File: src/cv_bank_pkg.sv
package cv_bank_pkg;

	// ----------------------------------------------------------------
	// Register numbers
	// ----------------------------------------------------------------
	localparam logic [15:0] CV_SHORT_ADDR = 16'h0001;
	localparam logic [15:0] CV_MIN_SPEED  = 16'h0002;
	localparam logic [15:0] CV_START_INER = 16'h0003;
	localparam logic [15:0] CV_BRAKE_INER = 16'h0004;
	localparam logic [15:0] CV_MAX_SPEED  = 16'h0005;
	localparam logic [15:0] CV_MID_SPEED  = 16'h0006;
	localparam logic [15:0] CV_FW_VERSION = 16'h0007;
	localparam logic [15:0] CV_MAKER_ID   = 16'h0008;
	localparam logic [15:0] CV_LONG_HIGH  = 16'h0011;
	localparam logic [15:0] CV_LONG_LOW   = 16'h0012;
	localparam logic [15:0] CV_MULTI_UNIT = 16'h0013;
	localparam logic [15:0] CV_MAIN_MODE  = 16'h001d;
	localparam logic [15:0] CV_SECONDARY  = 16'h0031;
	localparam logic [15:0] CV_VAL_OFFSET = 16'h0041;
	localparam logic [15:0] CV_NUM_PAGE   = 16'h0042;

	// ----------------------------------------------------------------
	// Factory values and ranges
	// ----------------------------------------------------------------
	localparam logic [7:0] RST_SHORT_ADDR = 8'h03;
	localparam logic [7:0] RST_MIN_SPEED  = 8'h01;
	localparam logic [7:0] RST_INERTIA    = 8'h02;
	localparam logic [7:0] RST_MAX_SPEED  = 8'h3f;
	localparam logic [7:0] RST_MID_SPEED  = 8'h1e;
	localparam logic [7:0] RST_LONG_HIGH  = 8'hc7;
	localparam logic [7:0] RST_LONG_LOW   = 8'hd0;
	localparam logic [7:0] RST_MAIN_MODE  = 8'h06;
	localparam logic [7:0] RST_ZERO       = 8'h00;
	localparam logic [7:0] SHORT_MAX      = 8'h7f;
	localparam logic [7:0] CURVE_MAX      = 8'h3f;
	localparam logic [7:0] LONG_HIGH_MIN  = 8'hc0;
	localparam logic [7:0] LONG_HIGH_MAX  = 8'he7;

	// ----------------------------------------------------------------
	// Field positions
	// ----------------------------------------------------------------
	localparam int MODE_DIR_BIT    = 0;
	localparam int MODE_STEPS_BIT  = 1;
	localparam int MODE_ANALOG_BIT = 2;
	localparam int MODE_LONG_BIT   = 5;
	localparam int SEC_NOREG_BIT   = 0;
	localparam int SEC_TID_BIT     = 2;
	localparam int SEC_ABRAKE_BIT  = 7;
	localparam int MU_REV_BIT      = 7;

	// ----------------------------------------------------------------
	// Timing
	// ----------------------------------------------------------------
	localparam int CLK_PERIOD_NS    = 10;
	localparam int INERTIA_UNIT_NS  = 5000000;
	localparam int INERTIA_UNIT_CYC = INERTIA_UNIT_NS / CLK_PERIOD_NS;

	// ----------------------------------------------------------------
	// Carriers
	// ----------------------------------------------------------------
	typedef struct packed {
		logic [15:0] num;
		logic [7:0]  val;
	} prog_req_t;

	typedef struct packed {
		logic [13:0] addr;
		logic        is_long;
	} track_addr_t;

endpackage : cv_bank_pkg

File: src/decoder_config_variable_bank.sv
`timescale 1ns/10ps
// What this block does
// - Analog brake needs mode bit 2 and secondary bit 7 set.
// - Factory state: address 3, 28 steps.
// - Default: track format detected automatically.
// - Default function key to sound map.
// - Start inertia: unit equals 5 ms per step.
// - Braking inertia uses same scaling, decelerating.
// - Long address high and low byte ranges.
// - Zero multi-unit address disables consist response.
// - Multi-unit bit 7 reverses consist direction.
// - Mode bit 0 selects running direction.
// - Mode bit 1 selects 14 or 28 steps.
// - Mode bit 2 enables analog/digital switching.
// - Mode bit 5 selects short or long address.
// - Secondary bit 0 disables load regulation.
// - Secondary bit 2 enables identification transmitter.
// - Firmware version is never written by programming.
// - Legacy mode adds page times 64 to number.
// - Legacy mode adds offset times 4 to value.
// - Secondary bit 7 selects analog voltage braking.
module decoder_config_variable_bank
	import cv_bank_pkg::*;
#(
	parameter int          TICK_CYCLES = INERTIA_UNIT_CYC,
	parameter logic [7:0]  FW_VERSION  = 8'h01,
	parameter logic [7:0]  MAKER_ID    = 8'h5a  // Arbitrary value.
) (
	// Clock and reset
	input  wire logic        clk,
	input  wire logic        nrst,
	// Programming port
	input  wire logic        prog_wr,
	input  wire prog_req_t   prog_req,
	input  wire logic        legacy_mode,
	input  wire logic [15:0] rd_num,
	output logic      [7:0]  rd_data_q,
	// Track commands
	input  wire logic        rx_valid,
	input  wire track_addr_t rx,
	output logic             addr_hit_q,
	output logic             consist_hit_q,
	output logic             dir_rev_q,
	// Speed ramp
	input  wire logic [7:0]  target_speed,
	output logic      [7:0]  speed_q,
	// Track power and braking
	input  wire logic        analog_power,
	input  wire logic        brake_signal,
	output logic             brake_q,
	// Mode outputs
	output logic             step28_q,
	output logic             analog_auto_q,
	output logic             load_reg_en_q,
	output logic             tid_en_q,
	output logic             format_auto_q,
	// Function keys and sounds
	input  wire logic [7:0]  fkeys,
	output logic      [7:0]  sound_on_q,
	output logic             mute_q
);

	// ----------------------------------------------------------------
	// Storage
	// ----------------------------------------------------------------
	logic [7:0]  short_q, min_q, start_q, brk_q, max_q, mid_q;
	logic [7:0]  high_q, low_q, mu_q, mode_q, sec_q, offset_q, page_q;
	logic        legacy_q;
	logic [18:0] tick_cnt_q;
	logic [5:0]  unit_cnt_q;

	// ----------------------------------------------------------------
	// Legacy translation and range check
	// ----------------------------------------------------------------
	wire logic        is_xlat  = legacy_mode && prog_req.num != CV_VAL_OFFSET
	                             && prog_req.num != CV_NUM_PAGE;
	wire logic [15:0] page_add = {2'h0, page_q, 6'h00};
	wire logic [7:0]  off_add  = {offset_q[5:0], 2'h0};
	wire logic [15:0] eff_num  = is_xlat ? prog_req.num + page_add : prog_req.num;
	wire logic [7:0]  eff_val  = is_xlat ? prog_req.val + off_add : prog_req.val;
	wire logic        curve_ok = eff_val != 8'h00 && eff_val <= CURVE_MAX;
	wire logic        sel_curve = eff_num >= CV_MIN_SPEED && eff_num <= CV_MID_SPEED;
	wire logic        leaving  = legacy_q && !legacy_mode;
	// Value range gating; high byte window.
	wire logic range_ok =
		(eff_num == CV_SHORT_ADDR) ? (eff_val != 8'h00 && eff_val <= SHORT_MAX) :
		sel_curve ? curve_ok :
		(eff_num == CV_LONG_HIGH) ? (eff_val >= LONG_HIGH_MIN && eff_val <= LONG_HIGH_MAX) :
		1'b1;
	wire logic wr_ok = prog_wr && range_ok;
	// Version and maker numbers have no write select at all.
	wire logic w_short = wr_ok && eff_num == CV_SHORT_ADDR;
	wire logic w_min   = wr_ok && eff_num == CV_MIN_SPEED;
	wire logic w_start = wr_ok && eff_num == CV_START_INER;
	wire logic w_brk   = wr_ok && eff_num == CV_BRAKE_INER;
	wire logic w_max   = wr_ok && eff_num == CV_MAX_SPEED;
	wire logic w_mid   = wr_ok && eff_num == CV_MID_SPEED;
	wire logic w_high  = wr_ok && eff_num == CV_LONG_HIGH;
	wire logic w_low   = wr_ok && eff_num == CV_LONG_LOW;
	wire logic w_mu    = wr_ok && eff_num == CV_MULTI_UNIT;
	wire logic w_mode  = wr_ok && eff_num == CV_MAIN_MODE;
	wire logic w_sec   = wr_ok && eff_num == CV_SECONDARY;
	wire logic w_off   = wr_ok && eff_num == CV_VAL_OFFSET;
	wire logic w_page  = wr_ok && eff_num == CV_NUM_PAGE;

	// Configuration registers; are left to the programmer.
	// Factory values at reset.
	always_ff @(posedge clk or negedge nrst) begin
		if (!nrst) begin
			short_q <= RST_SHORT_ADDR;
			min_q   <= RST_MIN_SPEED;
			start_q <= RST_INERTIA;
			brk_q   <= RST_INERTIA;
			max_q   <= RST_MAX_SPEED;
			mid_q   <= RST_MID_SPEED;
			high_q  <= RST_LONG_HIGH;
			low_q   <= RST_LONG_LOW;
			mu_q    <= RST_ZERO;
			mode_q  <= RST_MAIN_MODE;
			sec_q   <= RST_ZERO;
		end else begin
			if (w_short) short_q <= eff_val;
			if (w_min)   min_q   <= eff_val;
			if (w_start) start_q <= eff_val;
			if (w_brk)   brk_q   <= eff_val;
			if (w_max)   max_q   <= eff_val;
			if (w_mid)   mid_q   <= eff_val;
			if (w_high)  high_q  <= eff_val;
			if (w_low)   low_q   <= eff_val;
			if (w_mu)    mu_q    <= eff_val;
			if (w_mode)  mode_q  <= eff_val;
			if (w_sec)   sec_q   <= eff_val;
		end
	end

	// Page and offset; leaving legacy mode wipes them even over a write.
	// Page clears on exit; offset too.
	always_ff @(posedge clk or negedge nrst) begin
		if (!nrst) begin
			legacy_q <= 1'b0;
			offset_q <= RST_ZERO;
			page_q   <= RST_ZERO;
		end else begin
			legacy_q <= legacy_mode;
			if (leaving) begin
				offset_q <= RST_ZERO;
				page_q   <= RST_ZERO;
			end else begin
				if (w_off)  offset_q <= eff_val;
				if (w_page) page_q   <= eff_val;
			end
		end
	end

	// ----------------------------------------------------------------
	// Read-back
	// ----------------------------------------------------------------
	wire logic [7:0] rd_mux =
		(rd_num == CV_SHORT_ADDR) ? short_q :
		(rd_num == CV_MIN_SPEED)  ? min_q :
		(rd_num == CV_START_INER) ? start_q :
		(rd_num == CV_BRAKE_INER) ? brk_q :
		(rd_num == CV_MAX_SPEED)  ? max_q :
		(rd_num == CV_MID_SPEED)  ? mid_q :
		(rd_num == CV_FW_VERSION) ? FW_VERSION :
		(rd_num == CV_MAKER_ID)   ? MAKER_ID :
		(rd_num == CV_LONG_HIGH)  ? high_q :
		(rd_num == CV_LONG_LOW)   ? low_q :
		(rd_num == CV_MULTI_UNIT) ? mu_q :
		(rd_num == CV_MAIN_MODE)  ? mode_q :
		(rd_num == CV_SECONDARY)  ? sec_q :
		(rd_num == CV_VAL_OFFSET) ? offset_q :
		(rd_num == CV_NUM_PAGE)   ? page_q : RST_ZERO;

	// ----------------------------------------------------------------
	// Address match and direction
	// ----------------------------------------------------------------
	wire logic        use_long = mode_q[MODE_LONG_BIT];
	wire logic [13:0] long_adr = {high_q[5:0], low_q};
	wire logic own_hit = use_long ? (rx.is_long && rx.addr == long_adr)
	                              : (!rx.is_long && rx.addr == {6'h00, short_q});
	wire logic mu_hit  = mu_q[6:0] != 7'h00 && !rx.is_long
	                     && rx.addr == {7'h00, mu_q[6:0]};
	wire logic dir_d   = mode_q[MODE_DIR_BIT] ^ (rx_valid && mu_hit && mu_q[MU_REV_BIT]);

	// Both bits gate analog braking; else only the signal.
	wire logic brake_d = brake_signal || (analog_power && mode_q[MODE_ANALOG_BIT]
	                                      && sec_q[SEC_ABRAKE_BIT]);

	// Key to sound map; keys 1..4 drive sounds 3, 2, 4, 1.
	wire logic [7:0] sound_d = {fkeys[7], 3'h0, fkeys[2], fkeys[0], fkeys[1], fkeys[3]};

	// Status outputs are registered so the track side sees clean levels.
	always_ff @(posedge clk or negedge nrst) begin
		if (!nrst) begin
			rd_data_q     <= RST_ZERO;
			addr_hit_q    <= 1'b0;
			consist_hit_q <= 1'b0;
			dir_rev_q     <= 1'b0;
			brake_q       <= 1'b0;
			step28_q      <= 1'b0;
			analog_auto_q <= 1'b0;
			load_reg_en_q <= 1'b0;
			tid_en_q      <= 1'b0;
			format_auto_q <= 1'b0;
			sound_on_q    <= RST_ZERO;
			mute_q        <= 1'b0;
		end else begin
			rd_data_q     <= rd_mux;
			addr_hit_q    <= rx_valid && own_hit;
			consist_hit_q <= rx_valid && mu_hit;
			dir_rev_q     <= dir_d;
			brake_q       <= brake_d;
			step28_q      <= mode_q[MODE_STEPS_BIT];   // Step count.
			analog_auto_q <= mode_q[MODE_ANALOG_BIT];  // Analog switching.
			load_reg_en_q <= !sec_q[SEC_NOREG_BIT];    // Regulation off.
			tid_en_q      <= sec_q[SEC_TID_BIT];       // Transmitter on.
			format_auto_q <= 1'b1;
			sound_on_q    <= sound_d;
			mute_q        <= fkeys[7];
		end
	end

	// ----------------------------------------------------------------
	// Inertia ramp
	// ----------------------------------------------------------------
	// A unit is one 5 ms tick; a setting of n waits n ticks per step,
	// so the ramp can lag a fast target by up to 63 units per step.
	wire logic       tick   = tick_cnt_q == 19'(TICK_CYCLES - 1);
	wire logic       accel  = target_speed > speed_q;
	wire logic       decel  = target_speed < speed_q;
	wire logic [5:0] period = accel ? start_q[5:0] : brk_q[5:0];
	// An idle ramp keeps no partial unit, but the tick counter runs free, so a new target's first unit can be short.
	wire logic       moving = accel || decel;
	wire logic       step   = tick && moving && unit_cnt_q + 6'h01 >= period;

	always_ff @(posedge clk or negedge nrst) begin
		if (!nrst) begin
			tick_cnt_q <= 19'h00000;
			unit_cnt_q <= 6'h00;
			speed_q    <= RST_ZERO;
		end else begin
			tick_cnt_q <= tick ? 19'h00000 : tick_cnt_q + 19'h00001;
			if (step) begin
				unit_cnt_q <= 6'h00;
				speed_q    <= accel ? speed_q + 8'h01 : speed_q - 8'h01;
			end else if (tick && moving) begin
				unit_cnt_q <= unit_cnt_q + 6'h01;
			end else if (!moving) begin
				unit_cnt_q <= 6'h00;
			end
		end
	end

	// ----------------------------------------------------------------
	// Checks
	// ----------------------------------------------------------------
	a_brake_gate: assert property (@(posedge clk) disable iff (!nrst)
		(analog_power && !brake_signal && !(mode_q[2] && sec_q[7])) |=> !brake_q)
		else $error("Analog brake without both bits.");
	a_consist_off: assert property (@(posedge clk) disable iff (!nrst)
		(mu_q == 8'h00) |=> !consist_hit_q)
		else $error("Consist hit while consist inactive.");
	a_consist_dir: assert property (@(posedge clk) disable iff (!nrst)
		(rx_valid && mu_hit && mu_q[7]) |=> (dir_rev_q == !$past(mode_q[0])))
		else $error("Consist direction not reversed.");
	a_range_keep: assert property (@(posedge clk) disable iff (!nrst)
		(prog_wr && eff_num == CV_MAX_SPEED && (eff_val == 8'h00 || eff_val > 8'h3f))
		|=> $stable(max_q))
		else $error("Out-of-range write changed a register.");
	a_page_clear: assert property (@(posedge clk) disable iff (!nrst)
		$fell(legacy_mode) |=> (page_q == 8'h00 && offset_q == 8'h00))
		else $error("Page or offset kept after legacy exit.");
	a_fw_read: assert property (@(posedge clk) disable iff (!nrst)
		(rd_num == CV_FW_VERSION) |=> (rd_data_q == FW_VERSION))
		else $error("Firmware version read wrong.");
	a_speed_tick: assert property (@(posedge clk) disable iff (!nrst)
		!tick |=> $stable(speed_q))
		else $error("Speed moved between ticks.");
	a_long_hit: assert property (@(posedge clk) disable iff (!nrst)
		(rx_valid && mode_q[5] && !rx.is_long) |=> !addr_hit_q)
		else $error("Short address hit in long mode.");
	a_mute_key: assert property (@(posedge clk) disable iff (!nrst)
		fkeys[0] |=> (sound_on_q[2] && mute_q == $past(fkeys[7])))
		else $error("Key one sound map wrong.");
	a_ramp_idle: assert property (@(posedge clk) disable iff (!nrst)
		!moving |=> (unit_cnt_q == 6'h00))
		else $error("Idle ramp kept a partial unit.");
	a_abrake_on: assert property (@(posedge clk) disable iff (!nrst)
		(analog_power && mode_q[MODE_ANALOG_BIT] && sec_q[SEC_ABRAKE_BIT]) |=> brake_q)
		else $error("No brake on analog power with both bits set.");
	a_short_keep: assert property (@(posedge clk) disable iff (!nrst)
		(prog_wr && eff_num == CV_SHORT_ADDR && !range_ok) |=> $stable(short_q))
		else $error("Refused address write changed the short address.");

endmodule : decoder_config_variable_bank

File: config.mk
export PLATFORM = sky130hd
export DESIGN_NAME = decoder_config_variable_bank
export DESIGN_NICKNAME = d
export VERILOG_FILES = /design/src/cv_bank_pkg.sv /design/src/decoder_config_variable_bank.sv
export SDC_FILE = /design/constraint.sdc
export NUM_CORES = 1
export LEC_CHECK = 0
export BUFFER_PORTS_ARGS = -buffer_cell sky130_fd_sc_hd__buf_2
export CORE_ASPECT_RATIO = 0.8
export CORE_UTILIZATION = 51
export DETAILED_ROUTE_END_ITERATION = 12
export PLACE_DENSITY = 0.74
export SYNTH_ARGS = -nofsm -noshare
export SYNTH_HDL_FRONTEND = slang
export SYNTH_SLANG_ARGS = --single-unit
File: constraint.sdc
create_clock -name clk -period 4.05 [get_ports clk]
set_input_delay 0.405 -clock clk [delete_from_list [all_inputs] [get_ports clk]]
set_output_delay 0.405 -clock clk [all_outputs]
set_load 0.02 [all_outputs]
======== Word-level counts from Yosys, hierarchy flattened ========
Cells that the tools add are included.
word-level totals
  bits in registers ....................... 161
  output and inout port bits .............. 34
  logic and storage cells ................. 152
operators by class
  $add $sub $neg .......................... 6
  $lt $le $gt $ge ......................... 9
  equal/unequal tests ..................... 35
  mux-type cells .......................... 31
  bitwise logic cells ..................... 1
  reduce and logical (&&, ||, !) cells .... 41
operator list
  kind                     number
  $mux W8                  21
  $eq A16 B5 Y1 const B    8
  $eq A16 B3 Y1 const B    7
  $eq A16 B2 Y1 const B    4
  $eq A16 B7 Y1 const B    4
  $eq A16 B1 Y1 const B    2
  $eq A16 B6 Y1 const B    2
  $logic_and A1 B1 Y1      32
  $ne A16 B7 Y1 const B    2
  $mux W6                  4
  $add A19 B1 Y19 const B  1
  $eq A19 B19 Y1 const B   1
  $mux W19                 1
  $add A16 B14 Y16         1
  $eq A16 B4 Y1 const B    1
  $ge A16 B2 Y1 const B    1
  $le A16 B3 Y1 const B    1
  $mux W16                 1
  $eq A14 B14 Y1           1
  $eq A14 B7 Y1            1
  $eq A14 B8 Y1            1
  $add A8 B1 Y8 const B    1
  $add A8 B8 Y8            1
  $ge A8 B8 Y1 const B     1
  16 further kinds         23

======== Logic depth before layout (Yosys ltp) ========
  depth in word-level cells ............... 16
  depth in mapped cells ................... 17
  depth with buffers taken out ............ 17

======== Worst setup path after synthesis ========
Ideal clock, no wire load.
  path kind ............................... register to register
  from .................................... register speed_q[1]
  to ...................................... register speed_q[1]
  data arrival time ....................... 4023 ps
  data required time ...................... 3925 ps
  slack ................................... -97 ps
  stages on the path, launching flop included .. 18
  buffers on the path ..................... 0
  path through ............................ dfrtp_1 inv_1 ha_1 nor2b_1 o21a_1 o21ai_0 a21o_1 a21oi_1 mux2_2 ha_1 nand2b_1 a21o_1 a21o_1 a21o_1 a21oi_1 o21a_1 nor2_1 mux2_2
between the ends
  cells in the longest elaborated chain, start to end .. 4
  elaborated cells on any way between the ends .. 10
  classes of those cells .................. 2 x add/sub; 3 x order compare; 2 x mux; 3 x reduce/logical
ends and longest elaborated chain
  element                                              RTL line                                                                  text
  start, declared                                      decoder_config_variable_bank.sv:46                                        output logic [7:0] speed_q,
  start signal, assigned                               decoder_config_variable_bank.sv:246                                       speed_q <= accel ? speed_q + 8'h01 : speed_q - 8'h01;
  $gt A8 B8 Y1 or $lt A8 B8 Y1 (tied branches)         decoder_config_variable_bank.sv:230, decoder_config_variable_bank.sv:231
  $mux W6 or $logic_or A1 B1 Y1 (tied branches)        decoder_config_variable_bank.sv:232, decoder_config_variable_bank.sv:234
  $ge A6 B6 Y1 or $logic_and A1 B1 Y1 (tied branches)  decoder_config_variable_bank.sv:235                                       wire logic step = tick && moving && unit_cnt_q + 6'h01 >= period;
  $logic_and A1 B1 Y1                                  decoder_config_variable_bank.sv:235
Parallel ways exist; a longest one is shown, timed or not.
A chain may end at the register's enable or synchronous reset.

======== Final worst setup path ========
  from .................................... register speed_q[5]
  to ...................................... register speed_q[1]
Same word-level chain as after synthesis.

==> summary.md <==
| Metric | Value |
|---|---|
| Status | `finished clean` |
| Chip Width | `151 um` |
| Residual overflow from global routing | `0` |
| Number of remaining DRC errors | `0` |
| CTS root buffer | `clkbuf_16` |
| CP Capture Type | `register` |
| CP required | `4.36 ns` |
| CTS tree | `built` |
| Hold Buf Count CTS | `0` |
| Mapped Avg Cell Area | `10.7 um^2` |
| Largest net degree at the start of global routing | `105` |
| CP Class | `reg -> reg` |
| Area growth, synth to finish | `16.7%` |
| Buf/Inv on CP | `1` |
| Starting Density | `52.1%` |
| Post-CTS setup buffers | `0` |
| Period Utilization, post-route | `94.0%` |
| Depth of the most critical reg-to-reg path | `16` |
| Fraction of registers with async set/reset | `100%` |
| Leakage dissipation | `0.00494 uW` |
| Number of DRC markers in iteration 0 | `559` |
| Dpl hpwl | `17,000 um` |
| Power Internal | `2570 uW` |
| Final setup vio count | `0` |
| CP peak stage delay | `0.57 ns` |
| CTS HTree Levels | `4` |
| Crit path arrival time | `4.12 ns` |
| CP dominant cell by count | `a21o_1` |
| Ports | `112` |
| Total track usage | `26.9%` |
| Top post-synthesis cells by area | `dfrtp_1, mux2_2, dfstp_2` |
| First-pass GRT wire length | `37,100 um` |
| Antenna cells | `0` |
| Worst-Margin Slew | `1.32 ns` |
| Distinct cell type count of the synthesized netlist | `62` |
| Top_reg_cell synth | `dfrtp_1` |
| Post-CTS sizing | `0` |
| Max reg flops | `19` |
| WP depth | `16` |
| Final Max Slew Viols | `0` |
| Worst-path clk slew | `0.07 ns` |
| Slowest CP cell | `nor2_1` |
| P_sw | `876 uW` |
| Setup_tns | `0 ns` |
| Critical path launch point type | `register` |
| Die ar. | `0.0183 mm^2` |
| Layout cell share with drive strength beyond 1 | `29.3%` |
| HP Class | `in -> async` |
| Placer Congestion | `0.946` |
| Power share of the clock group | `46.3%` |
| Cell row count | `43` |
| Post-Syn Instances | `841` |
| Post-DR wirelength/cell | `19.0 um` |
| ANT nets after route | `0` |
| Seq/Total Area, Yosys | `44.7%` |
| RSZ-0062 raised after global routing | `no` |
| Via Count | `7,260` |
| Flop pwr share | `46.6%` |
| Comb pwr share | `7.1%` |
| Yosys warns | `0` |
| Total core area | `0.0173 mm^2` |
| Skew final | `0.00940 ns` |
| Final hold violation count | `0` |
| Biggest register | `tick_cnt_q` |
| CP delay by family, top | `compound AO/OA/AOI/OAI gates` |
| Latest clock arrival within the worst-skew pair | `0.43 ns` |
| Initial antenna violation count | `0` |
| Vias in the first global route | `6,908` |
| Max Freq | `0.263 GHz` |
| Maximum VDD drop | `234 uV` |
| Die span in y | `121 um` |
| Maximum Capacitance Violations | `0` |
| Dominant cell type by area after synthesis | `dfrtp_1` |
| Cts bufs inserted | `17` |
| Clock Sink Count | `160` |
| Max-slew headroom | `11.4%` |
| Nets | `1,088` |
| Total Wirelength | `23,000 um` |
| Worst-case clock buffer depth | `2` |
| Pwr dens | `327 mW/mm^2` |
| Synthesized cell area | `0.00903 mm^2` |
| Port Buf Inserts | `105` |
| Worst hold slack | `0.0703 ns` |
| Switching share of power | `25.4%` |
| EDFF count, synth | `0` |
| Critical Path Fanout Max | `7` |
| DR vias/cell | `6.00` |
| Synth top area share | `37.4%` |
| Clock period minus worst slack | `3.81 ns` |
| Worst path cell trace | `inv_1, ha_1, a21o_1, a21o_1, a21oi_1, a21oi_2, mux2_2, ha_1, nand2b_1, a21o_1, a21o_1, a21o_1, a21oi_1, o21a_1, nor2_1, mux2_2` |
| DR pass1 iterations | `6` |
| FF+latch count, synth | `160` |
stage by stage:
stage	power, uW	setup WS [ns]	util, %	cells	instance area, um^2
finish	3440	0.242	60.9	1210	10500
CTS	3470	0.240	60.9	1210	10500
global route	3560	0.00502	60.9	1210	10500
floorplan	1750	0.0964	-	843	9040
global placement	1870	0.150	57.5	1178	9960
detailed placement	1880	0.133	57.5	1178	9960
power groups by stage:
stage                     registers [uW]  logic, uW  clock network [uW]
after CTS                           1600        246                1610
after global routing                1600        272                1680
final                               1600        246                1590
after detailed placement            1630        245                   0
after floorplan                     1640        115                   0
after global placement              1630        242                   0
synth_stat cells (7+ instances only):
master / n
a22oi_1: 12
nor3_1: 16
o2bb2ai_1: 18
a222oi_1: 9
nor2b_1: 12
o21ai_0: 34
inv_1: 28
ha_1: 35
a211oi_1: 10
o21a_1: 7
clkbuf_1: 15
nand4_1: 11
nor4_1: 16
mux2_2: 81
or3_1: 9
a21oi_1: 31
and3_1: 11
nor2_1: 47
xnor2_1: 36
nand2_1: 53
a21o_1: 14
dfstp_2: 25
dfrtp_1: 135
xor2_1: 28
mux2i_1: 14
and2_1: 19
nand3_1: 35
cell type report:
class,instances,area [um^2]
clock buffer,18,439
tap,225,282
multi-input combinational,632,4800
timing repair buffer,133,742
fill,1475,6780
inverter,28,105
sequential,160,4040
clock inverter,14,144
layout by cell type (no fill, tap or decap), types with 6 or more instances in the layout:
cell type / instances
o21a_1: 7
xnor2_1: 36
and3_1: 11
or3_1: 9
nand2b_1: 6
mux2i_1: 14
mux2_2: 81
a211oi_1: 10
nand3_1: 35
nor3_1: 16
nor2_1: 47
ha_1: 35
buf_4: 28
inv_1: 28
xor2_1: 28
clkbuf_16: 17
o21ai_0: 33
a21oi_1: 30
nor2b_1: 12
dfrtp_1: 135
a221oi_1: 6
o2bb2ai_1: 18
nand2_1: 53
nand4_1: 11
and2_1: 19
nor4_1: 16
a21o_1: 14
dfstp_2: 25
buf_2: 104
a222oi_1: 9
a22oi_1: 12
layer usage:
metal	routed length, um	up-vias	track usage [%]
met4	301	0	7.69
met1	10600	3573	40.0
met3	1770	24	5.41
li1	-	3375	-
met2	10400	288	39.6
met5	0	-	0
cell families (layout without fill, tap and decap cells):
logic type	after synthesis	after routing	share of synthesized area [%]
simple gates	259	259	15.5
compound gates	172	172	14.0
flops	160	160	44.7
mux	95	95	11.6
xor+xnor	64	64	6.21
buf+inv	51	193	2.35
fa+ha+maj	38	38	5.51
other cells	2	4	0.0831
final timing paths:
path | from | to | slack, ns
worst max register to register | speed_q[5]$_DFFE_PN0N_ | speed_q[1]$_DFFE_PN0N_ | 0.24
worst min-delay path | nrst | format_auto_q$_DFF_PN0_ | 0.07
max in group asynchronous | nrst | max_q[3]$_DFFE_PN1P_ | 2.99
worst max-delay path | speed_q[5]$_DFFE_PN0N_ | speed_q[1]$_DFFE_PN0N_ | 0.24
worst min register to register | mode_q[1]$_DFFE_PN1P_ | step28_q$_DFF_PN0_ | 0.41
min in group clk | fkeys[3] | sound_on_q[0]$_DFF_PN0_ | 0.08
No activity file was read; power rests on OpenSTA's default activity.
